==> src/hdl/tpg_pkg.sv <==
// package for the test pattern generator: modes, carriers, widths
package tpg_pkg;
    // ------------------------------------------------------------
    // widths and codes
    // ------------------------------------------------------------
    localparam int          PIX_W       = 12;
    localparam int          CNT_W       = 16;
    localparam int          MODE_W      = 4;
    localparam int          SYNC_DEPTH  = 3;
    localparam logic [3:0]  MODE_HGRAD  = 4'h1;
    localparam logic [3:0]  MODE_VGRAD  = 4'h2;
    localparam logic [3:0]  MODE_DGRAD  = 4'h3;
    localparam logic [3:0]  MODE_WALK   = 4'h5;
    localparam logic [3:0]  MODE_HBARS  = 4'h6;
    localparam logic [3:0]  MODE_VBARS  = 4'h7;
    localparam logic [11:0] PIX_ZERO    = 12'h000;
    localparam logic [11:0] WALK_FIRST  = 12'h001;
    localparam logic [15:0] CNT_ZERO    = 16'h0000;

    // sensor-side pixel word with its qualifiers
    typedef struct packed {
        logic        frame_valid;
        logic        line_valid;
        logic        dark;
        logic [1:0]  color;
        logic [11:0] data;
    } tpg_pix_t;

    // bayer color codes on the color field
    localparam logic [1:0] COLOR_GREEN = 2'h0;
    localparam logic [1:0] COLOR_RED   = 2'h1;
    localparam logic [1:0] COLOR_BLUE  = 2'h2;

    // software configuration
    typedef struct packed {
        logic        enable;
        logic [3:0]  mode;
        logic [11:0] level_green;
        logic [11:0] level_red;
        logic [11:0] level_blue;
        logic [15:0] bar_width;
    } tpg_cfg_t;

    // outgoing parallel word
    typedef struct packed {
        logic        frame_valid;
        logic        line_valid;
        logic [11:0] data;
    } tpg_out_t;
endpackage

==> src/hdl/tpg_top.sv <==
// test pattern generator with pixel-clock launch of data and framing
`timescale 1ns/10ps
module tpg_top
    import tpg_pkg::*;
(
    input  wire logic     core_clk,
    input  wire logic     sys_rst,
    input  wire logic     pix_clk,
    input  wire tpg_pix_t pix_in,
    input  wire tpg_cfg_t cfg,
    output tpg_out_t      pix_out
);
    // ------------------------------------------------------------
    // pixel clock sampling, edge found where stages 2 and 3 agree
    // ------------------------------------------------------------
    logic [SYNC_DEPTH-1:0] pclk_sync_ff;
    logic                  pclk_seen_ff;
    logic                  agree;
    logic                  rise;

    // cleared in reset so a pin already high gives one clean rise after release
    always_ff @(posedge core_clk) begin
        if (sys_rst) begin
            pclk_sync_ff <= '0;
        end else begin
            pclk_sync_ff <= {pclk_sync_ff[SYNC_DEPTH-2:0], pix_clk};
        end
    end

    always_ff @(posedge core_clk) begin
        if (sys_rst) begin
            pclk_seen_ff <= 1'b0;
        end else if (agree) begin
            pclk_seen_ff <= pclk_sync_ff[2];
        end
    end

    // a level counts only once two stages hold it, so a metastable first stage is ignored
    assign agree = (pclk_sync_ff[1] == pclk_sync_ff[2]);
    // limitation: each pixel clock level must last at least four core cycles, or edges
    // are missed and the launch can trail the receiver's falling edge
    assign rise  = agree && pclk_sync_ff[2] && !pclk_seen_ff;

    // ------------------------------------------------------------
    // position counters, advanced at most once per pixel clock
    // ------------------------------------------------------------
    logic [CNT_W-1:0] col_ff;
    logic [CNT_W-1:0] row_ff;
    logic [CNT_W-1:0] hbar_ff;
    logic [CNT_W-1:0] vbar_ff;
    logic             hodd_ff;
    logic             vodd_ff;
    logic [PIX_W-1:0] walk_ff;
    logic             lv_d_ff;
    logic             act;
    logic             row_end;

    // pix_in and cfg are taken only at a detected rise, after the sensor side has held
    // them for most of a pixel period, so they need no synchroniser of their own
    // dark pixels hold the column counter, vertical bar stepper and walking one, so patterns stay aligned to the active area
    assign act     = pix_in.frame_valid && pix_in.line_valid && !pix_in.dark;
    assign row_end = lv_d_ff && !pix_in.line_valid;

    // zero-width bars would never advance, treat as one
    function automatic logic bar_done(input logic [CNT_W-1:0] cnt,
                                      input logic [CNT_W-1:0] width);
        bar_done = ({1'b0, cnt} + 17'h00001) >= {1'b0, width};
    endfunction

    // counters wrap silently; only their low bits ever reach the output
    function automatic logic [CNT_W-1:0] step(input logic [CNT_W-1:0] cnt);
        step = cnt + 16'h0001;
    endfunction

    // line level at the previous pixel; its fall marks the end of a row
    always_ff @(posedge core_clk) begin
        if (sys_rst) begin
            lv_d_ff <= 1'b0;
        end else if (rise) begin
            lv_d_ff <= pix_in.line_valid;
        end
    end

    // ------------------------------------------------------------
    // column counter and vertical bar stepper
    // ------------------------------------------------------------
    always_ff @(posedge core_clk) begin
        if (sys_rst) begin
            col_ff  <= CNT_ZERO;
            vbar_ff <= CNT_ZERO;
            vodd_ff <= 1'b0;
        end else if (rise) begin
            if (!pix_in.line_valid) begin
                col_ff  <= CNT_ZERO;
                vbar_ff <= CNT_ZERO;
                vodd_ff <= 1'b0;
            end else if (act) begin
                col_ff <= step(col_ff);
                if (bar_done(vbar_ff, cfg.bar_width)) begin
                    vbar_ff <= CNT_ZERO;
                    vodd_ff <= !vodd_ff;
                end else begin
                    vbar_ff <= step(vbar_ff);
                end
            end
        end
    end

    // ------------------------------------------------------------
    // row counter and horizontal bar stepper
    // ------------------------------------------------------------
    always_ff @(posedge core_clk) begin
        if (sys_rst) begin
            row_ff  <= CNT_ZERO;
            hbar_ff <= CNT_ZERO;
            hodd_ff <= 1'b0;
        end else if (rise) begin
            if (!pix_in.frame_valid) begin
                row_ff  <= CNT_ZERO;
                hbar_ff <= CNT_ZERO;
                hodd_ff <= 1'b0;
            end else if (row_end) begin
                row_ff <= step(row_ff);
                if (bar_done(hbar_ff, cfg.bar_width)) begin
                    hbar_ff <= CNT_ZERO;
                    hodd_ff <= !hodd_ff;
                end else begin
                    hbar_ff <= step(hbar_ff);
                end
            end
        end
    end

    // ------------------------------------------------------------
    // walking one restarts at bit zero outside lines
    // ------------------------------------------------------------
    // a rotation, not a shift, so the bit returns to zero after the top bit
    always_ff @(posedge core_clk) begin
        if (sys_rst) begin
            walk_ff <= WALK_FIRST;
        end else if (rise) begin
            if (!pix_in.line_valid) begin
                walk_ff <= WALK_FIRST;
            end else if (act) begin
                walk_ff <= {walk_ff[PIX_W-2:0], walk_ff[PIX_W-1]};
            end
        end
    end

    // ------------------------------------------------------------
    // pattern select
    // ------------------------------------------------------------
    logic [PIX_W-1:0] pat;
    logic [PIX_W-1:0] dark_lvl;
    logic [PIX_W-1:0] nxt_data;
    logic [CNT_W-1:0] diag;

    // full-width sum, cut to the pixel width at the mux
    assign diag = col_ff + row_ff;

    always_comb begin
        unique case (cfg.mode)
            MODE_HGRAD: pat = col_ff[PIX_W-1:0];
            MODE_VGRAD: pat = row_ff[PIX_W-1:0];
            MODE_DGRAD: pat = diag[PIX_W-1:0];
            MODE_WALK:  pat = walk_ff;
            MODE_HBARS: pat = hodd_ff ? cfg.level_blue : cfg.level_green;
            MODE_VBARS: pat = vodd_ff ? cfg.level_blue : cfg.level_green;
            // unsupported codes pass sensor data through
            default:    pat = pix_in.data;
        endcase
    end

    // ------------------------------------------------------------
    // dark pixel level by color
    // ------------------------------------------------------------
    always_comb begin
        unique case (pix_in.color)
            COLOR_RED:  dark_lvl = cfg.level_red;
            COLOR_BLUE: dark_lvl = cfg.level_blue;
            default:    dark_lvl = cfg.level_green;
        endcase
    end

    // ------------------------------------------------------------
    // output word and launch
    // ------------------------------------------------------------
    // enable off leaves sensor data untouched; dark pixels win over any mode
    always_comb begin
        if (!cfg.enable) begin
            nxt_data = pix_in.data;
        end else if (pix_in.dark) begin
            nxt_data = dark_lvl;
        end else begin
            nxt_data = pat;
        end
    end

    // launched only at pixel clock rise so the receiver's falling edge sees it stable
    always_ff @(posedge core_clk) begin
        if (sys_rst) begin
            pix_out <= '{frame_valid: 1'b0, line_valid: 1'b0, data: PIX_ZERO};
        end else if (rise) begin
            pix_out.frame_valid <= pix_in.frame_valid;
            pix_out.line_valid  <= pix_in.line_valid;
            pix_out.data        <= nxt_data;
        end
    end
endmodule

==> config.mk <==
export PLATFORM = sky130hd
export DESIGN_NAME = tpg_top
export DESIGN_NICKNAME = d
export VERILOG_FILES = /design/src/hdl/tpg_pkg.sv /design/src/hdl/tpg_top.sv
export SDC_FILE = /design/constraint.sdc
export NUM_CORES = 1
export LEC_CHECK = 0
export ABC_AREA = 1
export BUFFER_PORTS_ARGS = -buffer_cell sky130_fd_sc_hd__buf_2
export CORE_MARGIN = 5
export CORE_UTILIZATION = 35
export CTS_CLUSTER_SIZE = 16
export DETAILED_ROUTE_END_ITERATION = 12
export GPL_TIMING_DRIVEN = 0
export PLACE_DENSITY = 0.5
export SLEW_MARGIN = 20
export SYNTH_ARGS = -nofsm -noshare
export SYNTH_HDL_FRONTEND = slang
export SYNTH_SLANG_ARGS = --single-unit
==> constraint.sdc <==
create_clock -name core_clk -period 2.9 [get_ports core_clk]
set_input_delay 0.29 -clock core_clk [delete_from_list [all_inputs] [get_ports core_clk]]
set_output_delay 0.29 -clock core_clk [all_outputs]
set_load 0.02 [all_outputs]
==> metrics.md, run 1 <==
| Metric | Value |
|---|---|
| Maximum VDD drop | `approximately 280 uV` |
| HP Class | `input pin to flip-flop` |
| Area contributors post-synth | `dfxtp_1 25%, nand2_1 15%, ha_1 8.8%, a21oi_1 8.3%, inv_1 7.5%` |
| Hold EP | `pclk_sync_ff[0]` |
| WHS Path Cells | `3` |
| Vias in the first global route | `a little under 7k` |
| DIE AREA | `around 0.023 mm^2` |
| WP data arrival | `2.98 ns` |
| Fraction of registers with async set/reset | `0%` |
| Cell count after synthesis | `between 1k and 1.5k` |
| Number of library cell types mapped by synthesis | `50` |
| CTS clk-pin slew, worst paths | `around 0.070 ns` |
| Largest net degree at the start of global routing | `15` |
| Syn Nets | `1,252` |
| Nets@finish | `roughly 1.4k` |
| CP Launch Type | `flip-flop` |
| Flop2flop setup slack | `0.13 ns` |
| Final Cycle Share | `about 95%` |
| Worst skew pair latency | `0.35 ns` |
| Maxcap violations | `0` |
| Largest area contributor in the netlist | `dfxtp_1` |
| Post-synthesis xor/xnor area fraction | `under 10%` |
| Diodes inserted | `0` |
| Post-Synth Adder-Cell Area | `9.08%` |
| HPWL Detailed | `19,100 um` |
| #FFs+latches synth | `about 90` |
| DRC viols | `0` |
| RR Startpoint | `vbar_ff[1]` |
| CP Capture Type | `flip-flop` |
| Share of cells above drive strength 1 | `between 10% and 20%` |
| Total number of vias | `about 7.5k` |
| Post-synth top flop | `dfxtp_1` |
| Starting density of the core | `about 35%` |
| Fin crit period | `about 2.8 ns` |
| Leak Pwr | `roughly 0.0038 uW` |
| Sink Count | `approximately 90` |
| Post-DRT Antenna Nets | `0` |
| Kind of critical path | `flip-flop to flip-flop` |
| Max Slew Vio Count | `0` |
| CTS max path bufs | `2` |
| Chip Width | `roughly 150 um` |
| Tot GR Track Use | `19.4%` |
| First-pass DRT Iterations | `5` |
| Mapped cell area | `a little over 0.007 mm^2` |
| Inserted Clock Buffers | `9` |
| RSZ-0062 raised after global routing | `true` |
| Fmax | `around 360 MHz` |
| Post-synthesis sequential area ratio | `24.8%` |
| Status | `finished, final reports clean` |
| RR Endpoint | `vbar_ff[12]` |
| Initial antenna violation count | `0` |
| Core Area | `slightly above 0.02 mm^2` |
| Drt wl/cell | `about 16 um` |
| Yosys warnings | `0` |
| Clk_skew | `between 0.008 and 0.009 ns` |
| Fin util | `a little over two fifths` |
| Synth top cells by count | `283 x nand2_1, 143 x inv_1, 118 x a21oi_1` |
| Average size of a mapped cell | `~6.3 um^2` |
| Tot Pwr | `2750 uW` |
| EDFF count, synth | `0` |
| DRT iter0 DRCs | `approximately 550` |
| Port bufs | `89` |
| Reg2reg path depth | `18` |
| Pwr/cell area | `roughly 330 mW/mm^2` |
| Min-delay src | `pix_clk` |
| CTS tree | `done` |
| Floorplan row count | `52` |
| Largest family of logic cells by synthesized area | `simple AND/OR/NAND/NOR gates` |
| Most common cell in the synthesized netlist | `nand2_1` |
| Die height | `153 um` |
| Crit path required time | `roughly 3.1 ns` |
| Post-synth top area share | `approximately a quarter` |
| Least-Margin Pin Slew | `about 0.68 ns` |
| Post-Synth Simple-Gate Area | `a little over a third` |
| DR vias/cell | `5.00` |
| Worst slew margin | `between 50% and 60%` |
| Mux share of post-synthesis cell area | `0%` |
| CP Max Fanout | `6` |
| Area grow syn2layout | `18.8%` |
| Global-route wire length before repair | `between 30,000 and 40,000 um` |
| DRT Wirelength | `23,600 um` |
| Compound-cell area share of the yosys netlist | `between 10% and 20%` |
| Gpl congestion | `0.921` |
| Boundary pin count | `91` |
| H-tree depth | `3` |
| Root Driver | `clkbuf_16` |
| Setup-failing EPs final | `0` |
| Final hold vios | `0` |
| Grt ovf | `0` |
[worst max-delay path, stage by stage (launching register included)]
cell	delay [ns]
dfxtp_2	0.37
ha_4	0.16
nand2_4	0.06
nor2_4	0.14
nand4_1	0.16
or2_1	0.29
o21ai_2	0.17
inv_2	0.06
ha_4	0.27
nand4_1	0.16
nor2_1	0.14
nand2_1	0.06
nand2_1	0.06
nand2_1	0.06
nand2_2	0.07
nand2_4	0.09
clkbuf_16	0.17
nand4_1	0.08
a21oi_2	0.06
[layer usage]
| layer | global-route usage (%) | share of wire, % | vias to the layer above |
|---|---|---|---|
| met3 | 1.79 | 3.6 | 21 |
| li1 | - | - | 3931 |
| met2 | 29.9 | 44 | 157 |
| met1 | 29.5 | 51 | 3440 |
| met5 | 0 | 0 | - |
| met4 | 4.20 | 1.3 | 0 |
[area by class of cell]
| type | instances | area, um^2 |
|---|---|---|
| Buffer | 38 | 195 |
| Clock buffer | 11 | 243 |
| Clock inverter | 5 | 56.3 |
| Fill cell | 2206 | 11700 |
| Inverter | 161 | 604 |
| Multi-Input combinational cell | 837 | 4700 |
| Sequential cell | 88 | 1770 |
| Tap cell | 270 | 338 |
| Timing Repair Buffer | 99 | 542 |
[report_power, final]
group	switching, uW	internal [uW]
Clock	509	691
Combinational	222	120
Sequential	2.18	1210
Total	733	2020
[cells in the final DEF, fill, tap and decap left out, drive strengths merged, types with 5 or more instances in the layout]
cell type / Yosys / final
a211oi: 5 / 5
ha: 50 / 50
xor2: 24 / 24
nor4: 5 / 5
clkbuf: 20 / 32
dfxtp: 88 / 88
nand3: 65 / 65
o22ai: 7 / 7
nand4: 53 / 53
a221oi: 11 / 11
inv: 160 / 161
buf: 18 / 116
xnor2: 5 / 5
nor2: 113 / 113
nor3: 17 / 17
or2: 5 / 5
nand2: 294 / 294
o21ai: 38 / 38
a21oi: 118 / 118
[per-stage QoR]
stage / hold WS [ns] / std cells / setup TNS [ns] / area (um^2) / setup WS (ns)
global route: 0.167 / 1509 / -1.38 / 8450 / -0.110
global placement: 0.391 / 1483 / -7.65 / 7890 / -0.422
detailed placement: 0.403 / 1483 / -8.95 / 7890 / -0.476
CTS: 0.142 / 1502 / 0 / 8280 / 0.0139
finish: 0.144 / 1509 / 0 / 8450 / 0.133
floorplan: 0.388 / 1124 / 0 / 7110 / 0.220
[registers in the layout, indices dropped and copies added (netlist names)]
signal,cells
vodd_ff,1
hbar_ff,16
row_ff,12
vbar_ff,16
walk_ff,12
pclk_seen_ff,1
pclk_sync_ff,3
col_ff,12
pix_out,14
hodd_ff,1
[cells by family after synthesis]
kind of cell | count (synthesis)
flip-flops | 88
AND/OR/NAND/NOR | 562
AO/OA/AOI/OAI | 195
adder cells (fa/ha/maj) | 51
buffers and inverters | 199
XOR/XNOR | 29
[how the worst max path moves through the flow]
stage                from     endpoint  cells past startpoint
4_1_cts        vbar_ff[0]  vbar_ff[11]                     18
3_3_place_gp   vbar_ff[0]   vbar_ff[7]                     18
3_5_place_dp   vbar_ff[0]  vbar_ff[11]                     18
2_1_floorplan  vbar_ff[0]   vbar_ff[4]                     18
5_1_grt        vbar_ff[1]   vbar_ff[4]                     18
6_report       vbar_ff[1]  vbar_ff[12]                     18
[timing repair]
| action | in CTS | in global routing |
|---|---|---|
| gates cloned | 0 | 1 |
| setup endpoints to repair | 34 | 28 |
| buffers inserted | 3 | 6 |
| endpoints found under the hold margin | 0 | 0 |
| gates resized for setup | 20 | 23 |
| pin swaps | 3 | 15 |
| hold buffers | 0 | 0 |
Note: power is estimated with default switching activity, not from simulation.
==> run 2, diff against run 1 <==
--- a/config.mk
+++ b/config.mk
@@ -13,6 +13,7 @@
 export DETAILED_ROUTE_END_ITERATION = 12
 export GPL_TIMING_DRIVEN = 0
 export PLACE_DENSITY = 0.5
+export REMOVE_ABC_BUFFERS = 1
 export SLEW_MARGIN = 20
 export SYNTH_ARGS = -nofsm -noshare
 export SYNTH_HDL_FRONTEND = slang
==> constraint.sdc (replaced) <==
create_clock -name core_clk -period 3.1 [get_ports core_clk]
set_input_delay 0.31 -clock core_clk [delete_from_list [all_inputs] [get_ports core_clk]]
set_output_delay 0.31 -clock core_clk [all_outputs]
set_load 0.02 [all_outputs]
==> metrics.md, run 2 (synthesized netlist as in run 1, its figures left out) <==
| Metric | Value |
|---|---|
| Status | `finished, final reports clean` |
| Max Slew Vio Count | `0` |
| Commonest non-fill, non-tap cell in the layout | `nand2_1` |
| Chip Width | `between 150 and 200 um` |
| Clk_skew | `0.0120 ns` |
| Port bufs | `90` |
| Grt ovf | `0` |
| Most frequent cells in the layout | `280 x nand2_1, 143 x inv_1, 117 x a21oi_1` |
| Nets@finish | `between 1k and 1.5k` |
| Flop2flop setup slack | `between 0.15 and 0.2 ns` |
| Kind of critical path | `flip-flop to flip-flop` |
| CP Launch Type | `flip-flop` |
| Boundary pin count | `a little over 90` |
| RR Startpoint | `vbar_ff[0]` |
| Worst skew pair latency | `0.35 ns` |
| DR vias/cell | `roughly 5` |
| Hold EP | `pclk_sync_ff[0]` |
| Inserted Clock Buffers | `9` |
| Global-route wire length before repair | `about 36,000 um` |
| Root Driver | `clkbuf_16` |
| Leak Pwr | `roughly 0.0037 uW` |
| Worst slew margin | `a little over a third` |
| DIE AREA | `0.0233 mm^2` |
| Gpl congestion | `~0.9` |
| HPWL Detailed | `approximately 17,000 um` |
| Die height | `between 150 and 200 um` |
| First-pass DRT Iterations | `5` |
| Crit path buffers/inverters | `2` |
| Crit path required time | `roughly 3.4 ns` |
| GR Util met1 | `24.6%` |
| Largest net degree at the start of global routing | `63` |
| Top flop regs | `hbar_ff (16), vbar_ff (16), pix_out (14)` |
| Diodes inserted | `0` |
| Floorplan row count | `52` |
| Setup TNS | `0 ns` |
| CTS tree | `done` |
| DRT iter0 DRCs | `about 400` |
| Most frequent CP cell | `nand2_1` |
| Post-DRT Antenna Nets | `0` |
| Reg2reg path depth | `18` |
| Critical-path cell list | `ha_2, nand2_1, nor2_4, nand4_1, or2_1, o21ai_2, inv_1, ha_1, a21oi_1, o21ai_1, a21oi_1, nand2_1, nand2_1, nand2_1, nand2_4, buf_4, nand4_1, a21oi_2` |
| Setup-failing EPs final | `0` |
| Sink Count | `88` |
| Total number of vias | `about 7.3k` |
| Hold_buf cts | `0` |
| Met3 usage | `3.64%` |
| Min-delay src | `pix_clk` |
| Fmax | `roughly 340 MHz` |
| Core Area | `roughly 0.020 mm^2` |
| Final hold vios | `0` |
| Maximum VDD drop | `around 250 uV` |
| Tot Pwr | `around 2600 uW` |
| Area grow syn2layout | `16.0%` |
| CP Max Fanout | `5` |
| Final Cycle Share | `a little over nine tenths` |
| CP Capture Type | `flip-flop` |
| WHS Path Cells | `3` |
| DRT Wirelength | `roughly 22,000 um` |
| Worst path max stage delay | `0.38 ns` |
| Share of cells above drive strength 1 | `between 10% and 20%` |
| HP Class | `input pin to flip-flop` |
| CTS clk-pin slew, worst paths | `approximately 0.070 ns` |
| Least-Margin Pin Slew | `~0.95 ns` |
| Met2 GRT Util | `roughly 32%` |
| Tot GR Track Use | `around a fifth` |
| RR Endpoint | `vbar_ff[15]` |
| Starting density of the core | `35.4%` |
| Busiest layer in global routing | `met2` |
| DRC viols | `0` |
| Vias in the first global route | `6,975` |
| Drt wl/cell | `approximately 15 um` |
| Fin crit period | `slightly below 3 ns` |
| Delay-heaviest family, CP | `simple AND/OR/NAND/NOR gates` |
| WP data arrival | `between 3 and 4 ns` |
| Initial antenna violation count | `0` |
| Pwr/cell area | `317 mW/mm^2` |
| CTS max path bufs | `2` |
| Slowest library cell on the worst path | `dfxtp_4` |
| H-tree depth | `3` |
| Maxcap violations | `0` |
## run 2: changes by cell type in the layout (fill, tap and decap cells not counted), moves of 3 or more
cell / previous run / this run
buf_12: 0 / 3
ha_4: 3 / 0
buf_1: 3 / 0
clkbuf_1: 21 / 0
nand2_1: 277 / 280
buf_2: 98 / 89
a21oi_2: 4 / 1
a21oi_1: 114 / 117
## run 2: how the worst max path moves through the flow
stage / from / to / slack, ns / cells after the start
6_report: vbar_ff[0] / vbar_ff[15] / 0.19 / 18
4_1_cts: vbar_ff[0] / vodd_ff / 0.01 / 19
3_3_place_gp: vbar_ff[0] / vodd_ff / -0.39 / 18
3_5_place_dp: vbar_ff[0] / vodd_ff / -0.38 / 18
5_1_grt: vbar_ff[1] / vbar_ff[5] / -0.01 / 18
2_1_floorplan: vbar_ff[0] / vodd_ff / 0.32 / 18
## run 2: layout make-up
| cell class | count | area [um^2] |
|---|---|---|
| clock buffers | 10 | 239 |
| inverters | 161 | 604 |
| fillers | 2174 | 11900 |
| well taps | 270 | 338 |
| clock inverters | 6 | 75.1 |
| multi-input cells | 837 | 4630 |
| flip-flops and latches | 88 | 1770 |
| repair buffers | 103 | 592 |
## run 2: through the flow
step                instance area (um^2)  worst slack, ns  hold WS (ns)  utilization (%)  cells
detailed placement                  7730           -0.382         0.392             38.4   1446
global placement                    7730           -0.393         0.391             38.4   1446
finish                              8250            0.189         0.162             41.0   1475
global route                        8250          -0.0129         0.191             41.0   1475
CTS                                 8080           0.0115         0.157             40.2   1463
floorplan                           6940            0.318         0.379                -   1086
## run 2: what timing repair did
item / in CTS / in global routing
setup buffers: 1 / 12
pin swaps: 1 / 7
gates resized for setup: 6 / 15
endpoints found under the setup margin: 33 / 34
## run 2: routing by layer
| metal | vias up | wire length, um |
|---|---|---|
| met3 | 17 | 856 |
| met5 | - | 0 |
| met4 | 0 | 231 |
| met2 | 147 | 10700 |
| li1 | 3857 | - |
| met1 | 3260 | 10500 |
## run 2: worst min-delay path: stages
cell,delay [ns]
buf_2,0.07
inv_1,0.03
nor2_1,0.06
## run 2: power breakdown
part           internal (uW)  switching, uW
clock                    661            519
combinational            108            194
sequential              1130           2.32
total                   1900            716
==> run 3, diff against run 2 <==
--- a/config.mk
+++ b/config.mk
@@ -11,7 +11,6 @@
 export CORE_UTILIZATION = 35
 export CTS_CLUSTER_SIZE = 16
 export DETAILED_ROUTE_END_ITERATION = 12
-export GPL_TIMING_DRIVEN = 0
 export PLACE_DENSITY = 0.5
 export REMOVE_ABC_BUFFERS = 1
 export SLEW_MARGIN = 20
==> metrics.md, run 3 (synthesized netlist as in run 1, its figures left out) <==
| Metric | Value |
|---|---|
| Status | `finished, final reports clean` |
| Crit path required time | `3.31 ns` |
| Clk_skew | `~0.011 ns` |
| Grt ovf | `0` |
| Setup TNS | `0 ns` |
| Root Driver | `clkbuf_16` |
| Footprint of the multi-input gates | `~0.0046 mm^2` |
| Max Slew Vio Count | `0` |
| Critical-path cell list | `ha_1, nand2_1, nor2_4, nand3_1, nor2_1, xor2_1, inv_1, ha_1, nand2_1, inv_1, nand4_1, o31ai_1, nor2_2, buf_4, nand4_1, a21oi_1` |
| Placed cell area | `0.00786 mm^2` |
| Worst path max stage delay | `about 0.36 ns` |
| CTS clk-pin slew, worst paths | `roughly 0.07 ns` |
| Top flop regs | `hbar_ff (16), vbar_ff (16), pix_out (14)` |
| Final hold vios | `0` |
| Flop pwr share | `a little under half` |
| Pwr/cell area | `slightly above 300 mW/mm^2` |
| H-tree depth | `3` |
| CP Launch Type | `flip-flop` |
| Sw Share | `between 20% and 30%` |
| Post-DRT Antenna Nets | `0` |
| Area occupied by registers | `between 0.0015 and 0.002 mm^2` |
| Global-route wire length before repair | `between 30,000 and 40,000 um` |
| DIE AREA | `~0.023 mm^2` |
| Fillers | `2,258` |
| Pint | `about 1800 uW` |
| Sink Count | `between 80 and 90` |
| Boundary pin count | `91` |
| Min-delay src | `pix_clk` |
| Finished Cell Area | `between 0.008 and 0.009 mm^2` |
| Inserted Clock Buffers | `9` |
| First-pass DRT Iterations | `5` |
| Gpl congestion | `~0.87` |
| Share of cells above drive strength 1 | `~16%` |
| Tot Pwr | `between 2000 and 2500 uW` |
| HP Class | `input pin to flip-flop` |
| Met3 usage | `3.18%` |
| Port bufs | `90` |
| Maxcap violations | `0` |
| WP data arrival | `roughly 3.0 ns` |
| PostCTS Resize Cnt | `0` |
| Nets@finish | `about 1.3k` |
| Final Cycle Share | `about nine tenths` |
| Die height | `~150 um` |
| CTS tree | `done` |
| Tot GR Track Use | `between 10% and 20%` |
| Worst skew pair latency | `approximately 0.36 ns` |
| Combinational power share | `12.1%` |
| RSZ-0062 raised after global routing | `false` |
| Clock Power Share | `about 43%` |
| Slowest library cell on the worst path | `dfxtp_1` |
| Core Area | `0.0201 mm^2` |
| Hold EP | `pclk_sync_ff[0]` |
| Largest net degree at the start of global routing | `62` |
| Most frequent cells in the layout | `282 x nand2_1, 143 x inv_1, 117 x a21oi_1` |
| Setup WS pre-CTS | `just under 0.2 ns` |
| RR Endpoint | `vbar_ff[2]` |
| Kind of critical path | `flip-flop to flip-flop` |
| Crit path buffers/inverters | `3` |
| Commonest non-fill, non-tap cell in the layout | `nand2_1` |
| Setup bufs post-CTS | `0` |
| Setup-failing EPs final | `0` |
| WHS Path Cells | `3` |
| HPWL Detailed | `~18,000 um` |
| Chip Width | `around 150 um` |
| Floorplan row count | `52` |
| CTS max path bufs | `2` |
| GR Util met1 | `25.0%` |
| Drt wl/cell | `about 15 um` |
| Vias in the first global route | `approximately 7.2k` |
| RR Startpoint | `vbar_ff[1]` |
| Fmax | `between 300 and 400 MHz` |
| Worst slew margin | `50.4%` |
| Busiest layer in global routing | `met2` |
| Critical Path Source | `vbar_ff[1]` |
| Final worst slack | `around 0.3 ns` |
| Fin crit period | `2.80 ns` |
| DRT Wirelength | `roughly 22,000 um` |
| Hold_buf cts | `0` |
| Delay-heaviest family, CP | `simple AND/OR/NAND/NOR gates` |
| CP Max Fanout | `9` |
| P_sw | `710 uW` |
| DR vias/cell | `roughly 5` |
| Maximum VDD drop | `270 uV` |
| Diodes inserted | `0` |
| Reg2reg path depth | `16` |
| Leak Pwr | `between 0.003 and 0.004 uW` |
| DRT iter0 DRCs | `approximately 440` |
| CP Capture Type | `flip-flop` |
| Total number of vias | `around 7.4k` |
| Least-Margin Pin Slew | `about 0.74 ns` |
| Area grow syn2layout | `14.7%` |
| Flop2flop setup slack | `between 0.2 and 0.3 ns` |
| Starting density of the core | `35.4%` |
| Initial antenna violation count | `0` |
| Met2 GRT Util | `~33%` |
| DRC viols | `0` |
## run 3: changes by cell type in the layout (fill, tap and decap cells not counted), sizes merged
cell      change
buf           +5
clkbuf        -1
inv           -1
clkinvlp      +2
bufinv        -1
clkinv        +1
## run 3: worst max path at each step
stage	cells past startpoint	to	slack, ns
6_report	16	vbar_ff[2]	0.30
5_1_grt	18	hbar_ff[5]	0.02
4_1_cts	19	hbar_ff[2]	0.19
3_5_place_dp	19	hbar_ff[2]	0.20
3_3_place_gp	19	hbar_ff[5]	0.27
2_1_floorplan	18	vodd_ff	0.32
## run 3: layer usage
metal  part of all wire, %  vias to the layer above
li1                      -                     3861
met1                    47                     3301
met2                    48                      168
met3                   4.1                       24
met4                   1.5                        0
met5                     0                        -
## run 3: through the flow
stage / instances / util (%) / hold slack (ns)
after floorplan: 1086 / - / 0.379
after global placement: 1464 / 39.1 / 0.393
after detailed placement: 1464 / 39.1 / 0.400
after CTS: 1480 / 40.5 / 0.141
after global routing: 1480 / 40.6 / 0.167
final: 1480 / 40.6 / 0.152
## run 3: area by class of cell
cell class                 count  area share (%)
sequential                    88            21.6
clock inverter                 7           0.660
multi-input combinational    837            56.2
clock buffer                   9            2.76
tap                          270            4.14
timing repair buffer         108            7.18
inverter                     161            7.41
## run 3: power by group through the flow
stage,Combinational [uW],Sequential [uW],Clock (uW)
6_report,303,1130,1060
5_1_grt,340,1130,1140
4_1_cts,303,1130,1100
3_5_place_dp,301,1160,0
3_3_place_gp,302,1160,0
2_1_floorplan,157,1160,0
## run 3: worst reg2reg max path, cell delays in order (launching register included)
cell and delay [ns]:
dfxtp_1 0.36, ha_1 0.19, nand2_1 0.10, nor2_4 0.13, nand3_1 0.14, nor2_1 0.20
xor2_1 0.16, inv_1 0.09, ha_1 0.30, nand2_1 0.05, inv_1 0.06, nand4_1 0.11
o31ai_1 0.28, nor2_2 0.14, buf_4 0.19, nand4_1 0.09, a21oi_1 0.07
